[config.mk]
export PLATFORM = sky130hd
export DESIGN_NAME = dsjs_top
export DESIGN_NICKNAME = d
export VERILOG_FILES = /design/src/dsjs_pkg.sv /design/src/dsjs_fixed_select.sv /design/src/dsjs_top.sv
export VERILOG_INCLUDE_DIRS = /design/src
export SDC_FILE = /design/constraint.sdc
export NUM_CORES = 2
export LEC_CHECK = 0
export ABC_AREA = 1
export BUFFER_PORTS_ARGS = -buffer_cell sky130_fd_sc_hd__buf_4
export CORE_AREA = 2 2 263 329
export DETAILED_ROUTE_END_ITERATION = 10
export DIE_AREA = 0 0 265 331
export GPL_ROUTABILITY_DRIVEN = 0
export PLACE_DENSITY = 0.83
export REMOVE_ABC_BUFFERS = 1
export SLEW_MARGIN = 10
export SYNTH_ARGS = -nofsm -noshare
export SYNTH_HDL_FRONTEND = slang
export SYNTH_SLANG_ARGS = --single-unit
[constraint.sdc]
create_clock -name clock -period 41.1 [get_ports clock]
set_clock_uncertainty 0.15 [all_clocks]
set_input_delay 2.055 -clock clock [delete_from_list [all_inputs] [get_ports clock]]
set_output_delay 2.055 -clock clock [all_outputs]
set_load 0.01 [all_outputs]
[src/dsjs_regs.svh]
`ifndef DSJS_REGS_SVH
`define DSJS_REGS_SVH

// Internal control word bit positions
`define DSJS_CW_ON_NORMAL 0
`define DSJS_CW_COAST_OK 1
`define DSJS_CW_QUICK_OK 2
`define DSJS_CW_OP_ENABLE 3
`define DSJS_CW_JOG_ONE 8
`define DSJS_CW_JOG_TWO 9

// Internal status word bit positions
`define DSJS_SW_READY_TO_START 0
`define DSJS_SW_READY 1
`define DSJS_SW_OP_ENABLED 2
`define DSJS_SW_ON_INHIBITED 6
`define DSJS_SW_PULSES 11

// Second telegram status word
`define DSJS_TSW2_PULSES 10

// Jog-active bit of the drive state word
`define DSJS_DSW_JOG_ACTIVE 31

// Telegram types with automatic jog mapping
`define DSJS_TG_JOG_A 8'h07
`define DSJS_TG_JOG_B 8'h09
`define DSJS_TG_JOG_C 8'h6e
`define DSJS_TG_JOG_D 8'h6f

// Interface mode that shows pulses in the second status word
`define DSJS_IF_MODE_PULSES 4'h0

// Fixed setpoint selection
`define DSJS_FIX_COUNT 15
`define DSJS_FIX_NONE 4'h0

// Word widths and reset values
`define DSJS_WORD_W 16
`define DSJS_WORD_RESET 16'h0000
`define DSJS_PIN_W 8
`define DSJS_PIN_RESET 8'h00

`endif

[src/dsjs_pkg.sv]
package dsjs_pkg;

  typedef enum logic [7:0] {
    DSJS_INHIBITED = 8'h01,
    DSJS_READY_TO_START = 8'h02,
    DSJS_READY = 8'h04,
    DSJS_OPERATION = 8'h08,
    DSJS_STOPPING = 8'h10,
    DSJS_QUICK_STOP = 8'h20,
    DSJS_JOG = 8'h40,
    DSJS_JOG_STOP = 8'h80
  } dsjs_state_type;

endpackage

[src/dsjs_fixed_select.sv]
`timescale 1ns/1ps
`include "dsjs_regs.svh"

module dsjs_fixed_select #(
  parameter int SPEED_W = 16
) (
  input wire logic clock,
  input wire logic rst_n,
  input wire logic wr_en,
  input wire logic [3:0] wr_index,
  input wire logic [SPEED_W-1:0] wr_data,
  input wire logic [3:0] sel,
  output logic [`DSJS_FIX_COUNT*SPEED_W-1:0] fixed_setpoints,
  output logic [SPEED_W-1:0] fixed_setpoint_effective,
  output logic [3:0] selected_fixed_setpoint_number
);

  logic [SPEED_W-1:0] store [1:`DSJS_FIX_COUNT];

  // Stored setpoints, index zero is not a slot
  always_ff @(posedge clock or negedge rst_n) begin
    if (!rst_n) begin
      for (int i = 1; i <= `DSJS_FIX_COUNT; i++) begin
        store[i] <= '0;
      end
    end else if (wr_en && wr_index != `DSJS_FIX_NONE) begin
      store[wr_index] <= wr_data;
    end
  end

  always_comb begin
    for (int i = 1; i <= `DSJS_FIX_COUNT; i++) begin
      fixed_setpoints[(i-1)*SPEED_W +: SPEED_W] = store[i];
    end
  end

  // Selection by binary value, zero selects a zero setpoint
  always_ff @(posedge clock or negedge rst_n) begin
    if (!rst_n) begin
      fixed_setpoint_effective <= '0;
      selected_fixed_setpoint_number <= `DSJS_FIX_NONE;
    end else begin
      selected_fixed_setpoint_number <= sel;
      if (sel == `DSJS_FIX_NONE) begin
        fixed_setpoint_effective <= '0;
      end else begin
        fixed_setpoint_effective <= store[sel];
      end
    end
  end

endmodule

[src/dsjs_top.sv]
`timescale 1ns/1ps
`include "dsjs_regs.svh"

module dsjs_top #(
  parameter int SPEED_W = 16,
  parameter int SCALE_FRAC = 14
) (
  input wire logic clock,
  input wire logic rst_n,
  input wire logic fixed_wr_en,
  input wire logic [3:0] fixed_wr_index,
  input wire logic [SPEED_W-1:0] fixed_wr_data,
  input wire logic [3:0] fixed_sel_pin,
  input wire logic [3:0] fixed_sel_connected,
  output logic [`DSJS_FIX_COUNT*SPEED_W-1:0] fixed_setpoints,
  output logic [SPEED_W-1:0] fixed_setpoint_effective,
  output logic [3:0] selected_fixed_setpoint_number,
  input wire logic [SPEED_W-1:0] main_setpoint,
  input wire logic [SPEED_W-1:0] main_scale,
  input wire logic [SPEED_W-1:0] supp_setpoint,
  input wire logic [SPEED_W-1:0] supp_scale,
  output logic [SPEED_W-1:0] main_setpoint_effective,
  output logic [SPEED_W-1:0] supp_setpoint_effective,
  output logic [SPEED_W-1:0] total_setpoint_effective,
  input wire logic [15:0] telegram_control_word_one,
  input wire logic [7:0] telegram_type,
  input wire logic jog_one_request,
  input wire logic jog_two_request,
  input wire logic coast_stop_cmd_n,
  input wire logic quick_stop_cmd_n,
  input wire logic [SPEED_W-1:0] jog_one_speed,
  input wire logic [SPEED_W-1:0] jog_two_speed,
  input wire logic [SPEED_W-2:0] maximum_speed_reference,
  input wire logic [SPEED_W-2:0] minimum_speed_limit,
  input wire logic [SPEED_W-2:0] skip_band_low,
  input wire logic [SPEED_W-2:0] skip_band_high,
  input wire logic [SPEED_W-2:0] ramp_up_step,
  input wire logic [SPEED_W-2:0] ramp_down_step,
  input wire logic [SPEED_W-2:0] quick_down_step,
  input wire logic ramp_freeze_request,
  input wire logic [SPEED_W-1:0] speed_ctrl_setpoint_in_one,
  input wire logic [SPEED_W-1:0] speed_ctrl_setpoint_in_two,
  input wire logic [3:0] interface_mode_setting,
  output logic [SPEED_W-1:0] ramp_speed,
  output logic [SPEED_W-1:0] speed_setpoint_out,
  output logic [15:0] internal_control_word,
  output logic [15:0] internal_status_word,
  output logic [15:0] telegram_status_word_one,
  output logic [15:0] telegram_status_word_two,
  output logic jog_active_flag,
  output dsjs_pkg::dsjs_state_type drive_state
);
  import dsjs_pkg::*;

  localparam logic signed [SPEED_W-1:0] SMAX = {1'b0, {(SPEED_W-1){1'b1}}};
  localparam logic signed [SPEED_W-1:0] SMIN = {1'b1, {(SPEED_W-1){1'b0}}};

  if (SPEED_W < 8 || SCALE_FRAC < 1 || SCALE_FRAC >= SPEED_W) begin : g_bad
    $error("dsjs_top: unsupported SPEED_W or SCALE_FRAC");
  end

  function automatic logic signed [SPEED_W-1:0] sat_add(
    input logic signed [SPEED_W-1:0] a,
    input logic signed [SPEED_W-1:0] b
  );
    logic signed [SPEED_W:0] s;
    s = {a[SPEED_W-1], a} + {b[SPEED_W-1], b};
    if (s[SPEED_W] != s[SPEED_W-1]) begin
      return s[SPEED_W] ? SMIN : SMAX;
    end
    return s[SPEED_W-1:0];
  endfunction

  function automatic logic signed [SPEED_W-1:0] scale(
    input logic signed [SPEED_W-1:0] v,
    input logic signed [SPEED_W-1:0] k
  );
    logic signed [2*SPEED_W-1:0] p;
    logic signed [2*SPEED_W-1:0] q;
    p = v * k;
    q = p >>> SCALE_FRAC;
    if (q > SMAX) begin
      return SMAX;
    end
    if (q < SMIN) begin
      return SMIN;
    end
    return q[SPEED_W-1:0];
  endfunction

  // Maximum clamp, skip band, then minimum speed on the magnitude
  function automatic logic signed [SPEED_W-1:0] limit_target(
    input logic signed [SPEED_W-1:0] t
  );
    logic neg;
    logic [SPEED_W-1:0] m;
    neg = t[SPEED_W-1];
    m = neg ? -t : t;
    if (m > {1'b0, maximum_speed_reference}) begin
      m = {1'b0, maximum_speed_reference};
    end
    if (m > {1'b0, skip_band_low} && m < {1'b0, skip_band_high}) begin
      m = {1'b0, skip_band_low};
    end
    if (m < {1'b0, minimum_speed_limit}) begin
      m = {1'b0, minimum_speed_limit};
    end
    return neg ? $signed(-m) : $signed(m);
  endfunction

  // One ramp step; growing magnitude uses the up step, except from zero toward a negative target, which uses the down step
  function automatic logic signed [SPEED_W-1:0] ramp_step(
    input logic signed [SPEED_W-1:0] cur,
    input logic signed [SPEED_W-1:0] tgt,
    input logic [SPEED_W-2:0] up,
    input logic [SPEED_W-2:0] dn
  );
    logic signed [SPEED_W:0] c;
    logic signed [SPEED_W:0] t;
    logic signed [SPEED_W:0] s;
    logic [SPEED_W-2:0] st;
    c = {cur[SPEED_W-1], cur};
    t = {tgt[SPEED_W-1], tgt};
    st = (cur[SPEED_W-1] ? (t < c) : (t > c)) ? up : dn;
    if (t > c) begin
      s = c + $signed({2'h0, st});
      if (s > t) begin
        s = t;
      end
    end else begin
      s = c - $signed({2'h0, st});
      if (s < t) begin
        s = t;
      end
    end
    return s[SPEED_W-1:0];
  endfunction

  function automatic logic [15:0] status_of(input dsjs_state_type s);
    logic [15:0] w;
    logic pulses;
    w = `DSJS_WORD_RESET;
    pulses = s inside {DSJS_OPERATION, DSJS_STOPPING, DSJS_QUICK_STOP,
                       DSJS_JOG, DSJS_JOG_STOP};
    w[`DSJS_SW_READY_TO_START] = s != DSJS_INHIBITED;
    w[`DSJS_SW_READY] = pulses || s == DSJS_READY;
    w[`DSJS_SW_OP_ENABLED] = pulses && s != DSJS_QUICK_STOP;
    w[`DSJS_SW_ON_INHIBITED] = s == DSJS_INHIBITED;
    w[`DSJS_SW_PULSES] = pulses;
    return w;
  endfunction

  // Pin synchroniser: select bits, jog pins, stop pins
  logic [`DSJS_PIN_W-1:0] pin_s1;
  logic [`DSJS_PIN_W-1:0] pin_s2;
  always_ff @(posedge clock or negedge rst_n) begin
    if (!rst_n) begin
      pin_s1 <= `DSJS_PIN_RESET;
      pin_s2 <= `DSJS_PIN_RESET;
    end else begin
      pin_s1 <= {~quick_stop_cmd_n, ~coast_stop_cmd_n, jog_two_request,
                 jog_one_request, fixed_sel_pin};
      pin_s2 <= pin_s1;
    end
  end

  logic [3:0] sel_eff;
  assign sel_eff = pin_s2[3:0] & fixed_sel_connected;

  dsjs_fixed_select #(
    .SPEED_W(SPEED_W)
  ) u_fixed (
    .clock(clock),
    .rst_n(rst_n),
    .wr_en(fixed_wr_en),
    .wr_index(fixed_wr_index),
    .wr_data(fixed_wr_data),
    .sel(sel_eff),
    .fixed_setpoints(fixed_setpoints),
    .fixed_setpoint_effective(fixed_setpoint_effective),
    .selected_fixed_setpoint_number(selected_fixed_setpoint_number)
  );

  // Main plus supplementary with individual scaling
  logic signed [SPEED_W-1:0] next_main;
  logic signed [SPEED_W-1:0] next_supp;
  assign next_main = scale(main_setpoint, main_scale);
  assign next_supp = scale(supp_setpoint, supp_scale);
  always_ff @(posedge clock or negedge rst_n) begin
    if (!rst_n) begin
      main_setpoint_effective <= '0;
      supp_setpoint_effective <= '0;
      total_setpoint_effective <= '0;
    end else begin
      main_setpoint_effective <= next_main;
      supp_setpoint_effective <= next_supp;
      total_setpoint_effective <= sat_add(next_main, next_supp);
    end
  end

  // Command sources
  logic tg_auto;
  logic jog_one;
  logic jog_two;
  logic jog_any;
  logic on_cmd;
  logic op_en;
  logic coast_ok;
  logic quick_ok;
  assign tg_auto = telegram_type inside {`DSJS_TG_JOG_A, `DSJS_TG_JOG_B,
                                         `DSJS_TG_JOG_C, `DSJS_TG_JOG_D};
  assign jog_one = tg_auto ? telegram_control_word_one[`DSJS_CW_JOG_ONE]
                           : pin_s2[4];
  assign jog_two = tg_auto ? telegram_control_word_one[`DSJS_CW_JOG_TWO]
                           : pin_s2[5];
  assign jog_any = jog_one || jog_two;
  assign on_cmd = telegram_control_word_one[`DSJS_CW_ON_NORMAL];
  assign op_en = telegram_control_word_one[`DSJS_CW_OP_ENABLE];
  assign coast_ok = telegram_control_word_one[`DSJS_CW_COAST_OK]
                    && !pin_s2[6];
  assign quick_ok = telegram_control_word_one[`DSJS_CW_QUICK_OK]
                    && !pin_s2[7];

  always_ff @(posedge clock or negedge rst_n) begin
    if (!rst_n) begin
      internal_control_word <= `DSJS_WORD_RESET;
    end else begin
      internal_control_word <= `DSJS_WORD_RESET;
      internal_control_word[`DSJS_CW_ON_NORMAL] <= on_cmd;
      internal_control_word[`DSJS_CW_COAST_OK] <= coast_ok;
      internal_control_word[`DSJS_CW_QUICK_OK] <= quick_ok;
      internal_control_word[`DSJS_CW_OP_ENABLE] <= op_en;
      internal_control_word[`DSJS_CW_JOG_ONE] <= jog_one;
      internal_control_word[`DSJS_CW_JOG_TWO] <= jog_two;
    end
  end

  // Sequence control
  dsjs_state_type state;
  dsjs_state_type next_state;
  logic ramp_zero;
  assign ramp_zero = ramp_speed == '0;

  always_comb begin
    next_state = state;
    if (!coast_ok) begin
      next_state = DSJS_INHIBITED;
    end else begin
      case (state)
        DSJS_INHIBITED: begin
          if (quick_ok && !on_cmd) begin
            next_state = DSJS_READY_TO_START;
          end
        end
        DSJS_READY_TO_START: begin
          if (!quick_ok) begin
            next_state = DSJS_INHIBITED;
          end else if (on_cmd) begin
            next_state = DSJS_READY;
          end else if (jog_any) begin
            next_state = DSJS_JOG;
          end
        end
        DSJS_READY: begin
          if (!quick_ok) begin
            next_state = DSJS_INHIBITED;
          end else if (!on_cmd) begin
            next_state = DSJS_READY_TO_START;
          end else if (op_en) begin
            next_state = DSJS_OPERATION;
          end
        end
        DSJS_OPERATION: begin
          if (!quick_ok) begin
            next_state = DSJS_QUICK_STOP;
          end else if (!on_cmd) begin
            next_state = DSJS_STOPPING;
          end else if (!op_en) begin
            next_state = DSJS_READY;
          end
        end
        DSJS_STOPPING: begin
          if (!quick_ok) begin
            next_state = DSJS_QUICK_STOP;
          end else if (on_cmd && op_en) begin
            next_state = DSJS_OPERATION;
          end else if (ramp_zero) begin
            next_state = DSJS_READY_TO_START;
          end
        end
        DSJS_QUICK_STOP: begin
          if (ramp_zero) begin
            next_state = DSJS_INHIBITED;
          end
        end
        DSJS_JOG: begin
          if (!quick_ok) begin
            next_state = DSJS_QUICK_STOP;
          end else if (on_cmd) begin
            next_state = DSJS_READY;
          end else if (!jog_any) begin
            next_state = DSJS_JOG_STOP;
          end
        end
        DSJS_JOG_STOP: begin
          if (!quick_ok) begin
            next_state = DSJS_QUICK_STOP;
          end else if (on_cmd) begin
            next_state = DSJS_READY;
          end else if (jog_any) begin
            next_state = DSJS_JOG;
          end else if (ramp_zero) begin
            next_state = DSJS_READY_TO_START;
          end
        end
        default: begin
          next_state = DSJS_INHIBITED;
        end
      endcase
    end
  end

  always_ff @(posedge clock or negedge rst_n) begin
    if (!rst_n) begin
      state <= DSJS_INHIBITED;
    end else begin
      state <= next_state;
    end
  end
  assign drive_state = state;

  // Ramp generator
  logic jog_mode;
  logic pulses;
  logic ramp_hold;
  logic signed [SPEED_W-1:0] jog_target;
  logic signed [SPEED_W-1:0] ramp_target;
  logic [SPEED_W-2:0] down_sel;
  assign jog_mode = state == DSJS_JOG || state == DSJS_JOG_STOP;
  logic [15:0] state_status;
  assign state_status = status_of(state);
  assign pulses = state_status[`DSJS_SW_PULSES];
  assign jog_target = jog_one ? jog_one_speed : jog_two_speed;
  assign ramp_hold = (ramp_freeze_request && !jog_mode)
                     || (state == DSJS_JOG && jog_one && jog_two);
  assign down_sel = state == DSJS_QUICK_STOP ? quick_down_step
                                             : ramp_down_step;

  always_comb begin
    case (state)
      DSJS_OPERATION: ramp_target = limit_target(total_setpoint_effective);
      DSJS_JOG: begin
        ramp_target = jog_any ? limit_target(jog_target) : '0;
      end
      default: ramp_target = '0;
    endcase
  end

  always_ff @(posedge clock or negedge rst_n) begin
    if (!rst_n) begin
      ramp_speed <= '0;
    end else if (!pulses || !coast_ok) begin
      ramp_speed <= '0;
    end else if (!ramp_hold) begin
      ramp_speed <= ramp_step(ramp_speed, ramp_target, ramp_up_step,
                              down_sel);
    end
  end

  // Speed controller setpoint
  always_ff @(posedge clock or negedge rst_n) begin
    if (!rst_n) begin
      speed_setpoint_out <= '0;
    end else if (jog_mode) begin
      speed_setpoint_out <= sat_add(ramp_speed,
                                    speed_ctrl_setpoint_in_two);
    end else begin
      speed_setpoint_out <= sat_add(sat_add(ramp_speed,
                                    speed_ctrl_setpoint_in_one),
                                    speed_ctrl_setpoint_in_two);
    end
  end

  // Status words
  logic [15:0] next_status;
  assign next_status = status_of(next_state);
  always_ff @(posedge clock or negedge rst_n) begin
    if (!rst_n) begin
      internal_status_word <= status_of(DSJS_INHIBITED);
      telegram_status_word_one <= `DSJS_WORD_RESET;
      telegram_status_word_two <= `DSJS_WORD_RESET;
      jog_active_flag <= 1'b0;
    end else begin
      internal_status_word <= next_status;
      telegram_status_word_one <= next_status & ~(16'h0001 << `DSJS_SW_PULSES);
      telegram_status_word_two <= `DSJS_WORD_RESET;
      telegram_status_word_two[`DSJS_TSW2_PULSES] <=
        next_status[`DSJS_SW_PULSES] &&
        interface_mode_setting == `DSJS_IF_MODE_PULSES;
      jog_active_flag <= next_state == DSJS_JOG
                         || next_state == DSJS_JOG_STOP;
    end
  end
endmodule

==> metrics <==
met3 Track Usage GR 0.0926; row cnt 119; Initial Utilization 0.548; Die W 265 µm; vias in the first global route 43700; cell repeated most along the worst path nand2_1; H-tree depth 2; Async SR Flop Fraction 1.00; via count 43000; ys flop type dfrtp_1; Min-Delay Path Class reg -> reg; fin nets 7618; area growth from synthesis to layout 14.8%; largest net degree at the start of global routing 180; Yosys top cell by area fa_1; layout cells sized above 1 0.132; Setup Viol. Count Final 0; Slew headroom 0.197; fill cell total of the finished layout 7051; Buf/Inv on CP 9; Routed Wire Length 156000 µm; Period minus WS final 20.58 ns; CTS tree built; post-CTS setup buffer count 0; CP max FO 29; Max-Cap Viols 0; CTS Root Cell clkbuf_16; first-pass GRT wire length 238000 µm; Wirelength per Cell 20.8 µm; die area 87700 µm²; EDFF count, synth 0; Worst-Margin Slew 1.20 ns; met1 Track Usage GR 0.402; antenna violations before repair 3; unrepaired setup endpoints after global routing no; GRT Total Usage 0.353; total congestion overflow 0; clk_lat worst skew 0.60 ns; YS warnings 0; worst path arrival time 20.90 ns; required time of the worst setup path 41.42 ns; crit-path leading delay family compound AO/OA/AOI/OAI gates; Port-buffer cells 651; fin crit share 0.501; GRT met2 Usage 0.581; CP Launch Type input pin; Yosys reg bits 378; GR peak layer met2; # DRC 0; CP endpoint kind register; post-synthesis cell area 46200 µm²; Placeable Area 84300 µm²; DRT Pass-1 Iters 8; CTS max path bufs 3; Detailed Route Iter0 Violations 4431; count of cell types in the netlist 62; top cell type's share of synthesized area 0.229; sequential cell area fraction in the yosys report 0.205; I/O pin cnt 710; TNS Setup 0 ns; CTS Sinks 378; CTS hold repair buffers 0; Syn Inst Count 5905; commonest non-fill, non-tap cell in the layout nand2_1; Final ANT Viol Nets 0; Avg Synthesized Cell Area 7.82 µm²; CTS resizes 0; die height 331 µm; FMAX 0.0486 GHz; post-DP HPWL 124000 µm; CP peak stage delay 0.94 ns; most frequent cells in the layout nand2_1, inv_1, buf_4; top cells by area, synth fa_1, dfrtp_1, ha_1, nand2_1, inv_1; Fin. Hold Viols 0; vias per cell 5.73; CTS buffer count 43; status completed; Setup Crit Path Kind in -> reg; max-slew violation count 0; Reg clk slew, reported paths 0.06 ns; slowest stage cell, crit path a221oi_1
[per-stage QoR]
stage	utilization	cells	setup WS (ns)	area (µm²)	hold slack, ns
6_report	0.629	7495	20.52	53000	0.200
5_1_grt	0.629	7493	19.34	53000	0.204
4_1_cts	0.629	7492	21.19	53000	0.202
3_5_place_dp	0.611	7415	20.59	51500	0.188
3_3_place_gp	0.611	7415	21.09	51500	0.183
2_1_floorplan	-	5647	24.61	45000	0.181
[layer usage]
metal  up-vias  share of wire
li1      19200              -
met2      2559           0.46
met1     20500           0.34
met3       718           0.11
met4         2          0.088
met5         -       0.000077
[registers in the layout, indices dropped and copies added (netlist names)]
name                                    count
ramp_speed                                 16
internal_control_word                       6
pin_s1                                      8
drive_state                                 8
u_fixed.fixed_setpoint_effective           16
internal_status_word                        2
total_setpoint_effective                   16
pin_s2                                      8
u_fixed.selected_fixed_setpoint_number      4
supp_setpoint_effective                    16
telegram_status_word_two                    1
jog_active_flag                             1
speed_setpoint_out                         16
telegram_status_word_one                    4
main_setpoint_effective                    16
u_fixed.fixed_setpoints                   240
[Yosys cell counts, types with 6 or more instances]
cell type,n
dfrtp_1,376
nand4_1,27
o2111ai_1,31
o31ai_1,11
nand3_2,7
nor2_1,223
a31oi_1,10
o21ai_0,487
buf_2,7
a21oi_1,287
xnor2_1,58
clkbuf_1,232
o21ai_1,13
nand3_1,229
a21o_1,8
inv_1,1173
fa_1,528
buf_4,52
mux2i_1,16
o21bai_1,31
nand3b_1,9
o221ai_1,6
buf_1,10
nand2_1,1323
or2_2,38
a211oi_1,18
nor3_1,28
xor2_1,108
nor4_1,10
o21ai_2,13
o211ai_1,40
nand2_2,16
ha_1,422
[worst paths after layout]
kind,startpoint,to,slack [ns],cells past startpoint
worst max-delay path,telegram_type[4],ramp_speed[9],20.52,88
worst min-delay path,pin_s1[1],pin_s2[1],0.20,0
worst max register to register,pin_s2[4],ramp_speed[9],22.16,86
worst min register to register,pin_s1[1],pin_s2[1],0.20,0
max in group asynchronous,rst_n,main_setpoint_effective[0],37.07,3
min in group asynchronous,rst_n,u_fixed.fixed_setpoints[59],1.38,1
[layout make-up]
type | count | area [µm²] | share of cell area
flip-flops and latches | 378 | 9460 | 0.179
clock buffers | 61 | 1240 | 0.0235
clock inverters | 16 | 272 | 0.00512
diodes | 3 | 7.51 | 0.000142
well taps | 1089 | 1360 | 0.0257
multi-input cells | 4090 | 31100 | 0.587
repair buffers | 679 | 5120 | 0.0966
inverters | 1179 | 4430 | 0.0835
[worst register-to-register path: cells and delay by family, from the launching register on]
kind	cells	cell delay, ns
AOI/OAI and AO/OA	31	7.88
xor gates and xnor gates	3	0.67
adders and majority gates	6	1.72
buffers and inverters	9	2.47
DFF	1	0.38
and+or+nand+nor	37	5.59
[kinds of logic (layout without fill, tap and decap cells)]
group           after synthesis  count (layout)  share of synthesized area
simple gates               1927            1927                      0.172
buf+inv                    1484            1935                      0.126
compound gates              983             983                      0.119
fa+ha+maj                   950             950                      0.343
flops                       378             378                      0.205
xor+xnor                    166             166                     0.0315
mux                          16              16                    0.00347
other cells                   1              51                  0.0000812
Power is not shown: default switching activity piles up to over one toggle a cycle in this logic, so the estimate is an artifact.
